<file path="src/common/aodr_pkg.sv">
// Purpose: Shared constants of the analog output diagnostic record.
// Assumes: 100 MHz clock, record read one byte per request.
// Notes:   Byte positions count from the summary byte at position 0.
package aodr_pkg;
    // Timing
    localparam int US_PERIOD_NS  = 1000;
    localparam int CLK_PERIOD_NS = 10;
    localparam int US_CYCLES     = US_PERIOD_NS / CLK_PERIOD_NS;
    localparam int STAMP_W       = 32;

    // Access kinds on the request port
    localparam logic [1:0] ACC_RECORD_SET = 2'h0;
    localparam logic [1:0] ACC_CAN_INDEX  = 2'h1;
    localparam logic [1:0] ACC_OBJ_SUBIDX = 2'h2;

    // Record selectors and lengths
    localparam logic [7:0]  SET_SHORT   = 8'h00;
    localparam logic [7:0]  SET_FULL    = 8'h01;
    localparam logic [15:0] CAN_SHORT   = 16'h2f00;
    localparam logic [15:0] CAN_FULL    = 16'h2f01;
    localparam logic [15:0] OBJ_INDEX   = 16'h5005;
    localparam logic [7:0]  SUB_FIRST   = 8'h02;
    localparam logic [7:0]  SUB_LAST    = 8'h11;
    localparam logic [7:0]  SUB_STAMP   = 8'h13;
    localparam logic [4:0]  LEN_FULL    = 5'h14;
    localparam logic [4:0]  LEN_SHORT   = 5'h04;
    localparam logic [4:0]  LEN_STAMP   = 5'h04;

    // Byte positions inside the record
    localparam logic [4:0] BYTE_SUMMARY  = 5'h00;
    localparam logic [4:0] BYTE_MODINFO  = 5'h01;
    localparam logic [4:0] BYTE_RSVD_C   = 5'h02;
    localparam logic [4:0] BYTE_INTERNAL = 5'h03;
    localparam logic [4:0] BYTE_CHKIND   = 5'h04;
    localparam logic [4:0] BYTE_BITS     = 5'h05;
    localparam logic [4:0] BYTE_CHCOUNT  = 5'h06;
    localparam logic [4:0] BYTE_GROUPS   = 5'h07;
    localparam logic [4:0] BYTE_CHAN0    = 5'h08;
    localparam logic [4:0] BYTE_STAMP    = 5'h10;

    // Constant bytes
    localparam logic [7:0] MODULE_INFO_VAL  = 8'h15;
    localparam logic [7:0] CHANNEL_KIND_VAL = 8'h73;
    localparam logic [7:0] BITS_PER_CH_VAL  = 8'h08;
    localparam logic [7:0] CH_COUNT_VAL     = 8'h02;
    localparam int         NUM_CH           = 2;

    // Bit positions
    localparam int SUM_MODULE_FAIL = 0;
    localparam int SUM_INTERNAL    = 1;
    localparam int SUM_EXTERNAL    = 2;
    localparam int SUM_CHANNEL     = 3;
    localparam int SUM_AUX_MISSING = 4;
    localparam int SUM_PARAM       = 7;
    localparam int INT_OVERFLOW    = 3;
    localparam int INT_COMM        = 4;
    localparam int CHE_PARAM       = 0;
    localparam int CHE_SHORT       = 3;
endpackage : aodr_pkg

</file>
<file path="src/common/aodr_tick_if.sv">
// Purpose: Carries the microsecond ticker to the record logic.
// Assumes: One clock domain.
// Notes:   us_tick is high in the cycle the count has just stepped.
interface aodr_tick_if;
    logic [31:0] us_count;
    logic        us_tick;
    modport ticker (output us_count, output us_tick);
    modport user   (input us_count, input us_tick);
endinterface : aodr_tick_if

</file>
<file path="src/verilog/aodr_us_ticker.sv">
// Purpose: Free-running 32-bit microsecond counter.
// Assumes: clk_i at the rate of the package timing constants.
// Notes:   Wraps silently after the maximum count.
module aodr_us_ticker #(
    parameter int CYCLES_PER_US = aodr_pkg::US_CYCLES
) (
    input  wire logic   clk_i,
    input  wire logic   sys_rst_i,
    aodr_tick_if.ticker tick
);
    localparam int PW = $clog2(CYCLES_PER_US + 1);
    localparam logic [PW-1:0] PRE_LAST = PW'(CYCLES_PER_US - 1);

    typedef struct packed {
        logic [PW-1:0] pre;
        logic [31:0]   count;
        logic          pulse;
    } aodr_tick_state_type;

    aodr_tick_state_type s_q;
    aodr_tick_state_type s_d;

    always_comb begin
        s_d       = s_q;
        s_d.pulse = 1'b0;
        if (s_q.pre == PRE_LAST) begin
            s_d.pre   = '0;
            s_d.count = s_q.count + 32'h0000_0001;
            s_d.pulse = 1'b1;
        end else begin
            s_d.pre = s_q.pre + PW'(1);
        end
    end

    // Power-on clears the count
    always_ff @(posedge clk_i or posedge sys_rst_i) begin
        if (sys_rst_i) begin
            s_q <= '0;
        end else begin
            s_q <= s_d;
        end
    end

    assign tick.us_count = s_q.count;
    assign tick.us_tick  = s_q.pulse;
endmodule : aodr_us_ticker

</file>
<file path="src/verilog/aodr_diag_record.sv">
// Purpose: Read-only diagnostic record of a two-channel analog output module.
// Assumes: Error inputs synchronous to clk_i; one byte read per request.
// Notes:   Answer is registered on the same edge that takes the request.
// What this block does
// - No diagnostic interrupt; diagnostics are only readable record contents.
// - A channel error lights that channel's LED and enters the record.
// - Report parameter errors and short-circuits, the latter only when enabled.
// - Record set 01h returns the full record, 00h only the first 4 bytes.
// - Index 2F01h returns the full record, 2F00h only the first 4 bytes.
// - Object index 5005h exposes one byte per subindex from 02h to 11h, and the 4 stamp bytes at 13h.
// - Summary byte flags failure, internal, external, channel, supply, parameter.
// - Internal byte: bit 3 buffer overflow, bit 4 communication error.
// - Module information byte reads 15h: analog class with channel info.
// - Channel kind byte reads 73h, analog output.
// - Diagnostic bits per channel reads constant 08h.
// - Channel count reads constant 02h.
// - Channel group byte: bit 0 group 0, bit 1 group 1, rest zero.
// - Per-channel byte: bit 0 parameter error, bit 3 short to ground.
// - Recording a diagnostic event captures the microsecond ticker.
// - Microsecond counter starts at zero at power-on, steps every microsecond.
// - Counter is 32 bits and wraps to zero after its maximum.
module aodr_diag_record #(
    parameter int CYCLES_PER_US = aodr_pkg::US_CYCLES
) (
    input  wire logic        clk_i,
    input  wire logic        sys_rst_i,
    input  wire logic        module_fail_i,
    input  wire logic        internal_err_i,
    input  wire logic        external_err_i,
    input  wire logic        aux_supply_missing_i,
    input  wire logic        diag_overflow_i,
    input  wire logic        comm_err_i,
    input  wire logic [1:0]  chan_param_err_i,
    input  wire logic [1:0]  chan_short_i,
    input  wire logic [1:0]  short_enable_i,
    input  wire logic        req_valid_i,
    input  wire logic [1:0]  req_access_i,
    input  wire logic [7:0]  record_set_number_i,
    input  wire logic [15:0] object_index_i,
    input  wire logic [7:0]  object_subindex_i,
    input  wire logic [4:0]  req_byte_i,
    output logic             rsp_valid_o,
    output logic             rsp_error_o,
    output logic [7:0]       rsp_data_o,
    output logic [1:0]       chan_led_o
);
    typedef struct packed {
        logic [7:0]       summary;
        logic [7:0]       internal;
        logic [1:0][7:0]  chan_err;
        logic [31:0]      stamp;
        logic             rsp_valid;
        logic             rsp_error;
        logic [7:0]       rsp_data;
    } aodr_rec_state_type;

    aodr_rec_state_type s_q;
    aodr_rec_state_type s_d;

    aodr_tick_if tick ();

    aodr_us_ticker #(
        .CYCLES_PER_US (CYCLES_PER_US)
    ) u_ticker (
        .clk_i     (clk_i),
        .sys_rst_i (sys_rst_i),
        .tick      (tick)
    );

    logic [7:0] group_byte;
    logic       hit;
    logic [4:0] idx;
    logic [4:0] lim;
    logic [7:0] sel_byte;
    logic [63:0] err_old;
    logic [63:0] err_new;

    // Group bits follow any bit of the per-channel byte
    always_comb begin
        group_byte = '0;
        for (int c = 0; c < aodr_pkg::NUM_CH; c++) begin
            group_byte[c] = |s_q.chan_err[c];
        end
    end

    // Request decode into a byte position of the record
    always_comb begin
        hit = 1'b0;
        idx = req_byte_i;
        lim = aodr_pkg::LEN_FULL;
        if (req_access_i == aodr_pkg::ACC_RECORD_SET) begin
            if (record_set_number_i == aodr_pkg::SET_FULL) begin
                hit = 1'b1;
            end else if (record_set_number_i == aodr_pkg::SET_SHORT) begin
                hit = 1'b1;
                lim = aodr_pkg::LEN_SHORT;
            end
        end else if (req_access_i == aodr_pkg::ACC_CAN_INDEX) begin
            if (object_index_i == aodr_pkg::CAN_FULL) begin
                hit = 1'b1;
            end else if (object_index_i == aodr_pkg::CAN_SHORT) begin
                hit = 1'b1;
                lim = aodr_pkg::LEN_SHORT;
            end
        end else if (req_access_i == aodr_pkg::ACC_OBJ_SUBIDX) begin
            lim = 5'h01;
            if (object_index_i != aodr_pkg::OBJ_INDEX) begin
                hit = 1'b0;
            end else if (object_subindex_i >= aodr_pkg::SUB_FIRST &&
                         object_subindex_i <= aodr_pkg::SUB_LAST) begin
                // One byte per subindex, summary at the first
                hit = 1'b1;
                idx = 5'(object_subindex_i - aodr_pkg::SUB_FIRST);
            end else if (object_subindex_i == aodr_pkg::SUB_STAMP) begin
                hit = 1'b1;
                lim = aodr_pkg::LEN_STAMP;
                idx = aodr_pkg::BYTE_STAMP + req_byte_i;
            end
        end
        // Byte position beyond the selected object
        if (req_byte_i >= lim) begin
            hit = 1'b0;
        end
    end

    // Byte content of the record
    always_comb begin
        sel_byte = 8'h00;
        if (idx == aodr_pkg::BYTE_SUMMARY) begin
            sel_byte = s_q.summary;
        end else if (idx == aodr_pkg::BYTE_MODINFO) begin
            sel_byte = aodr_pkg::MODULE_INFO_VAL;
        end else if (idx == aodr_pkg::BYTE_RSVD_C) begin
            sel_byte = 8'h00;
        end else if (idx == aodr_pkg::BYTE_INTERNAL) begin
            sel_byte = s_q.internal;
        end else if (idx == aodr_pkg::BYTE_CHKIND) begin
            sel_byte = aodr_pkg::CHANNEL_KIND_VAL;
        end else if (idx == aodr_pkg::BYTE_BITS) begin
            sel_byte = aodr_pkg::BITS_PER_CH_VAL;
        end else if (idx == aodr_pkg::BYTE_CHCOUNT) begin
            sel_byte = aodr_pkg::CH_COUNT_VAL;
        end else if (idx == aodr_pkg::BYTE_GROUPS) begin
            sel_byte = group_byte;
        end else if (idx == aodr_pkg::BYTE_CHAN0) begin
            sel_byte = s_q.chan_err[0];
        end else if (idx == aodr_pkg::BYTE_CHAN0 + 5'h01) begin
            sel_byte = s_q.chan_err[1];
        end else if (idx >= aodr_pkg::BYTE_STAMP) begin
            // Least significant byte first
            sel_byte = s_q.stamp[8*(idx - aodr_pkg::BYTE_STAMP) +: 8];
        end
    end

    // Next state: error bytes, event stamp, answer
    always_comb begin
        s_d = s_q;
        s_d.internal = '0;
        s_d.internal[aodr_pkg::INT_OVERFLOW] = diag_overflow_i;
        s_d.internal[aodr_pkg::INT_COMM]     = comm_err_i;
        for (int c = 0; c < aodr_pkg::NUM_CH; c++) begin
            s_d.chan_err[c] = '0;
            s_d.chan_err[c][aodr_pkg::CHE_PARAM] = chan_param_err_i[c];
            // Short is ignored while detection is off
            s_d.chan_err[c][aodr_pkg::CHE_SHORT] =
                chan_short_i[c] & short_enable_i[c];
        end
        s_d.summary = '0;
        s_d.summary[aodr_pkg::SUM_MODULE_FAIL] = module_fail_i;
        s_d.summary[aodr_pkg::SUM_INTERNAL]    = internal_err_i | (|s_d.internal);
        s_d.summary[aodr_pkg::SUM_EXTERNAL]    = external_err_i;
        s_d.summary[aodr_pkg::SUM_CHANNEL]     = |s_d.chan_err;
        s_d.summary[aodr_pkg::SUM_AUX_MISSING] = aux_supply_missing_i;
        s_d.summary[aodr_pkg::SUM_PARAM]       = |chan_param_err_i;
        // Stamp only on a newly raised bit, so clearing keeps the event time
        if (|(err_new & ~err_old)) begin
            s_d.stamp = tick.us_count;
        end
        s_d.rsp_valid = req_valid_i;
        s_d.rsp_error = req_valid_i & ~hit;
        s_d.rsp_data  = (req_valid_i && hit) ? sel_byte : 8'h00;
    end

    // Inputs to the capture decision
    assign err_old = {s_q.summary, s_q.internal, s_q.chan_err, 32'h0000_0000};
    assign err_new = {s_d.summary, s_d.internal, s_d.chan_err, 32'h0000_0000};

    always_ff @(posedge clk_i or posedge sys_rst_i) begin
        if (sys_rst_i) begin
            s_q <= '0;
        end else begin
            s_q <= s_d;
        end
    end

    // No interrupt line exists; state is only read out
    assign rsp_valid_o = s_q.rsp_valid;
    assign rsp_error_o = s_q.rsp_error;
    assign rsp_data_o  = s_q.rsp_data;
    assign chan_led_o  = group_byte[1:0];
endmodule : aodr_diag_record

</file>
<file path="config.mk">
export PLATFORM = sky130hd
export DESIGN_NAME = aodr_diag_record
export DESIGN_NICKNAME = d
export VERILOG_FILES = /design/src/common/aodr_pkg.sv /design/src/common/aodr_tick_if.sv /design/src/verilog/aodr_us_ticker.sv /design/src/verilog/aodr_diag_record.sv
export SDC_FILE = /design/constraint.sdc
export NUM_CORES = 1
export LEC_CHECK = 0
export ABC_CLOCK_PERIOD_IN_PS = 3100
export BUFFER_PORTS_ARGS = -buffer_cell sky130_fd_sc_hd__buf_4
export CORE_ASPECT_RATIO = 1.25
export CORE_MARGIN = 10
export CORE_UTILIZATION = 57
export CTS_CLUSTER_SIZE = 14
export DETAILED_ROUTE_END_ITERATION = 6
export GPL_ROUTABILITY_DRIVEN = 0
export PLACE_DENSITY_LB_ADDON = 0.08
export SYNTH_ARGS = -nofsm -noshare
export SYNTH_HDL_FRONTEND = slang
export SYNTH_SLANG_ARGS = --single-unit
</file>
<file path="constraint.sdc">
create_clock -name clk_i -period 3.1 [get_ports clk_i]
set_input_delay 0.31 -clock clk_i [delete_from_list [all_inputs] [get_ports clk_i]]
set_output_delay 0.31 -clock clk_i [all_outputs]
set_load 0.02 [all_outputs]
</file>
# After elaboration in Yosys (flattened, before gate mapping)
# Cells that the tools add are included.
[op_classes] muxes=40 reduce_logical=11 n_addsub=5 eq_ne=17 magnitude_cmp=4 n_bitwise=7 n_shift=1
[ops] cell="$mux 8" count=12
[ops] cell="$mux 5" count=13
[ops] cell="$and 64x64->64" count=1
[ops] cell="$not 64->64" count=1
[ops] cell="$reduce_or 64->1" count=1
[ops] cell="$shiftx 32x33->8" count=1
[ops] cell="$add 32x1->32 const B" count=1
[ops] cell="$eq 16x14->1 const B" count=2
[ops] cell="$eq 5x3->1 const B" count=4
[ops] cell="$ne 16x15->1 const B" count=1
[ops] cell="$mux 1" count=11
[ops] cell="$eq 5x2->1 const B" count=2
[ops] cell="$eq 5x4->1 const B" count=2
[ops] cell="$mux 3" count=3
[ops] cell="$eq 8x1->1 const B" count=1
[ops] cell="$eq 8x5->1 const B" count=1
[ops] cell="$ge 8x2->1 const B" count=1
[ops] cell="$le 8x5->1 const B" count=1
[ops] cell="$logic_not 8->1" count=1
[ops] cell="$reduce_or 2->1" count=4
[ops] cell="$add 7x1->7 const B" count=1
[ops] cell="$eq 7x7->1 const B" count=1
[ops] cell="$mux 7" count=1
[ops] cell="$sub 5x5->6 const B" count=1
[ops] cell="other kinds (14)" count=17
[totals] output_inout_bits=12 wordCells=95 in_bits=54 reg_bits=93

# Depth between registers and ports, before layout
[depth] depth_word=21 ltp_mapped=13 depth_no_buf=12

# Cells and area by module
# A second synthesis with hierarchy kept.
[unflattened] cells_unflattened=494 area_unflattened_um2=5146.2
[modules_own_cells] mod="aodr_diag_record" area_each_um2=2990.4 cells_per_inst=287 n_inst=1 seq_area_each_um2=1351.3
[modules_own_cells] mod="aodr_us_ticker" area_each_um2=2155.8 cells_per_inst=207 n_inst=1 seq_area_each_um2=1001.0

# Least setup slack after synthesis
# No wires, ideal clock.
[synth_path] kind="input to register" startpoint="in object_subindex_i[1]" endpoint="reg s_q, in the netlist rsp_data_o[5]" t_required_ps=3036 slack_ps=340 path_stages=13 path_buffers=1 setup_ps=64 arrival_ps=2695 cell_sequence="clkbuf_1 > nand2_1 > or3_1 > o31ai_1 > nor2_1 > ha_1 > nor2_1 > a21boi_0 > o31ai_1 > o311ai_0 > nor2_1 > and2_1 > o21a_1"
[synth_rtl] element="start: declaration" line_no="aodr_diag_record.sv:40" rtl="input wire logic [7:0] object_subindex_i,"
[synth_rtl] element="end signal: assignment" line_no="aodr_diag_record.sv:190" rtl="s_q <= '0;"
[synth_rtl] element="end signal: assignment" line_no="aodr_diag_record.sv:192" rtl="s_q <= s_d;"
[synth_rtl] element="end: declaration" line_no="aodr_diag_record.sv:57" rtl="aodr_rec_state_type s_q;"

==> summary.txt <==
area delta synth->final: 17.5%
sw frac: 24.6%
# IOs: 66
Yosys top cell area share: 50.1%
Synth Area in XOR/XNOR: 6.59%
Total GRT Usage: 17.4%
critical path required time: 3.39 ns
Cells after DPL: 576
gr ovfl total: 0
final hold slack: 0.0650 ns
wire length per cell: 17.4 um
logic gate share of total power: 9.1%
worst-path cell chain: buf_4, nand2b_1, or3_1, o31ai_1, nor2_1, ha_1, nor2_1, a21boi_0, o31ai_1, o311ai_0, nor2_1, buf_4, o221a_1
pre-CTS setup slack: 0.115 ns
initial antenna violation count: 0
Final min period: 2.64 ns
final antenna-violating net count: 0
TritonCTS clock tree: built
Resize count post-CTS: 0
Post-synth EDFFs: 0
Pins Over Slew Limit: 0
area of the core: 0.00788 sq mm
PwrDens: 419 mW/mm^2
total routed wirelength: 10,300 um
Die X-Extent: 101 um
multiplexer area fraction after synthesis: 10.1%
Worst path slowest cell: or3_1
nets: 552
root buffer cell: clkbuf_8
top post-synthesis cells by area: dfrtp_1 50%, mux2_2 7.8%, xnor2_1 4.7%, nor2_1 3.0%, a22oi_1 2.4%
Worst Setup End Kind: flop
post-synthesis simple-gate area fraction: 16.3%
cts-stage hold buffer count: 0
post-synthesis cell area: 0.00465 sq mm
Max-cap violations: 0
Worst IR Drop VDD: 0.332 mV
final setup violation count: 0
DP HPWL: 7820 um
DRT iter0 DRCs: 247
f_max: 379 MHz
fillers: 603
post-synthesis sequential area ratio: 50.1%
largest net degree at the start of global routing: 53
ant diodes: 0
Synth Area in Compound Gates: 11.6%
Slew @ Worst Pin: 0.894 ns
Fin Setup TNS: 0 ns
Post-Syn Area per Cell: 11.0 sq um
Post-Synth Adder-Cell Area: 1.61%
DRC: 0
slowest stage delay, CP: 0.41 ns
Startpoint Class: input pin
post-route setup slack: 0.458 ns
Layout Cells excl Fill: 592
Rows: 36
Yosys warning total: 0
sequential share of power: 53.7%
Pleak: 2.57 nW
fin crit share: 85.2%
switching power total: 0.563 mW
Synth cell types: 56
CTS max path bufs: 2
CP Data Arrival Time: 2.93 ns
FFs w/ async S/R, synth: 100%
vias in the first global route: 3,547
status: complete, no violations
Sink Count: 93
H-tree level count: 3
Clock Skew: 0.0155 ns
worst setup path class: input pin to flop
P_int: 1.73 mW
# port buffers: 65
Reg2Reg Depth: 8
drt pass-1 iters: 4
die height: 121 um
setup bufs post-CTS: 0
top fanout value on the critical path: 6
die area: 0.0122 sq mm
max_slew headroom: 40.3%
main combinational cell family by area after synthesis: simple AND/OR/NAND/NOR gates
layout cells sized above 1: 28.6%
RSZ-0062 raised after global routing: false
Vias: 3,452
final hold vios: 0
HP Class: input pin to flop
Clk pwr share: 37.2%
Gate Count Post-Synth: 423
DR vias/cell: 5.83
syn nets: 483
first-pass GRT wire length: 17,500 um
ys flop type: dfrtp_1
Initial Utilization: 59.0%
hold depth: 1
fin util: 69.3%
number of buffers created by CTS: 9
count of state elements after synthesis: 93
crit-path most repeated cell: nor2_1
clk_lat worst skew: 0.35 ns
largest area contributor in the netlist: dfrtp_1
Worst-path clk slew: 0.10 ns
## per-layer routing
layer | share of wire, % | global-route usage [%] | wire length, um
met4 | 0.99 | 5.40 | 102
met1 | 41 | 21.2 | 4260
met2 | 52 | 29.4 | 5340
met3 | 5.6 | 4.27 | 574
met5 | 0 | 0 | 0
## Yosys cell counts, drive strengths merged (2+ instances only)
cell / number
dfrtp: 93
nor2: 38
mux2: 34
nand2: 30
xnor2: 25
inv: 21
a22oi: 15
a21oi: 13
nand3: 11
nor3: 11
buf: 10
xor2: 10
and3: 8
mux2i: 8
nand4: 8
clkbuf: 6
ha: 6
nand2b: 6
o22ai: 6
nor4: 5
o221a: 5
and2: 4
o21a: 4
o21ai: 4
a21o: 3
nand4b: 3
nor2b: 3
o22a: 3
or2: 3
a2bb2oi: 2
a31oi: 2
nor4b: 2
o221ai: 2
o31ai: 2
o32ai: 2
or3: 2
## power groups by stage
stage	combinational [mW]	sequential [mW]	clock (mW)
after global placement	0.207	1.25	0
after floorplan	0.105	1.25	0
after detailed placement	0.211	1.25	0
after CTS	0.211	1.23	0.877
final	0.209	1.23	0.852
after global routing	0.231	1.23	0.928
## through the flow
stage	power (mW)	cell area (sq um)
after floorplan	1.36	4650
after global placement	1.46	5250
after detailed placement	1.46	5250
after CTS	2.32	5460
after global routing	2.39	5460
final	2.29	5460
## cell families after synthesis
| group | Yosys count |
|---|---|
| muxes | 42 |
| adders and majority gates | 6 |
| AOI/OAI and AO/OA | 73 |
| xor gates and xnor gates | 35 |
| DFF | 93 |
| and+or+nand+nor | 137 |
| buffers and inverters | 37 |
## flip-flops by register name, summed over array words and instances, names as in the netlist
register,flops
err_old,12
u_ticker.s_q,7
rsp_data_o,8
rsp_valid_o,1
u_ticker.tick.us_count,32
rsp_error_o,1
s_q,32
## worst max-delay path: cells and delay by family
| family | cells | cell delay (ns) |
|---|---|---|
| AND/OR/NAND/NOR | 5 | 0.99 |
| adder cells (fa/ha/maj) | 1 | 0.27 |
| buffers and inverters | 2 | 0.31 |
| AO/OA/AOI/OAI | 5 | 1.06 |
## final timing paths
path	from	end	slack [ns]
min in group asynchronous	sys_rst_i	u_ticker.s_q[36]$_DFF_PP0_	0.13
max in group asynchronous	sys_rst_i	rsp_data_o[4]$_DFF_PP0_	2.27
setup / recovery	object_subindex_i[3]	rsp_data_o[0]$_DFF_PP0_	0.46
hold / removal	external_err_i	err_old[58]$_DFF_PP0_	0.06
setup reg to reg	u_ticker.s_q[35]$_DFF_PP0_	u_ticker.tick.us_count[31]$_DFFE_PP0N_	0.70
hold reg to reg	u_ticker.tick.us_count[31]$_DFFE_PP0N_	u_ticker.tick.us_count[31]$_DFFE_PP0N_	0.48
## cell usage in the layout, fill, tap and decap left out, types with 4 or more instances in the layout
cell type	count
dfrtp_1	93
buf_4	73
nor2_1	37
mux2_2	32
nand2_1	30
xnor2_1	25
inv_1	20
a22oi_1	15
a21oi_1	13
nor3_1	11
xor2_1	10
nand3_1	10
clkbuf_8	10
nand4_1	8
and3_1	8
mux2i_1	8
nand2b_1	6
o22ai_1	6
ha_1	6
and2_1	4
o21ai_0	4
o21a_1	4
## layout make-up
type	instances	area [sq um]	area share, %
Sequential cell	93	2330	42.6
Inverter	21	80.1	1.47
Multi-Input combinational cell	293	2160	39.5
Timing Repair Buffer	74	568	10.4
Clock inverter	6	75.1	1.37
Clock buffer	10	138	2.52
Tap cell	95	119	2.18
No activity file was read; power rests on OpenSTA's default activity.
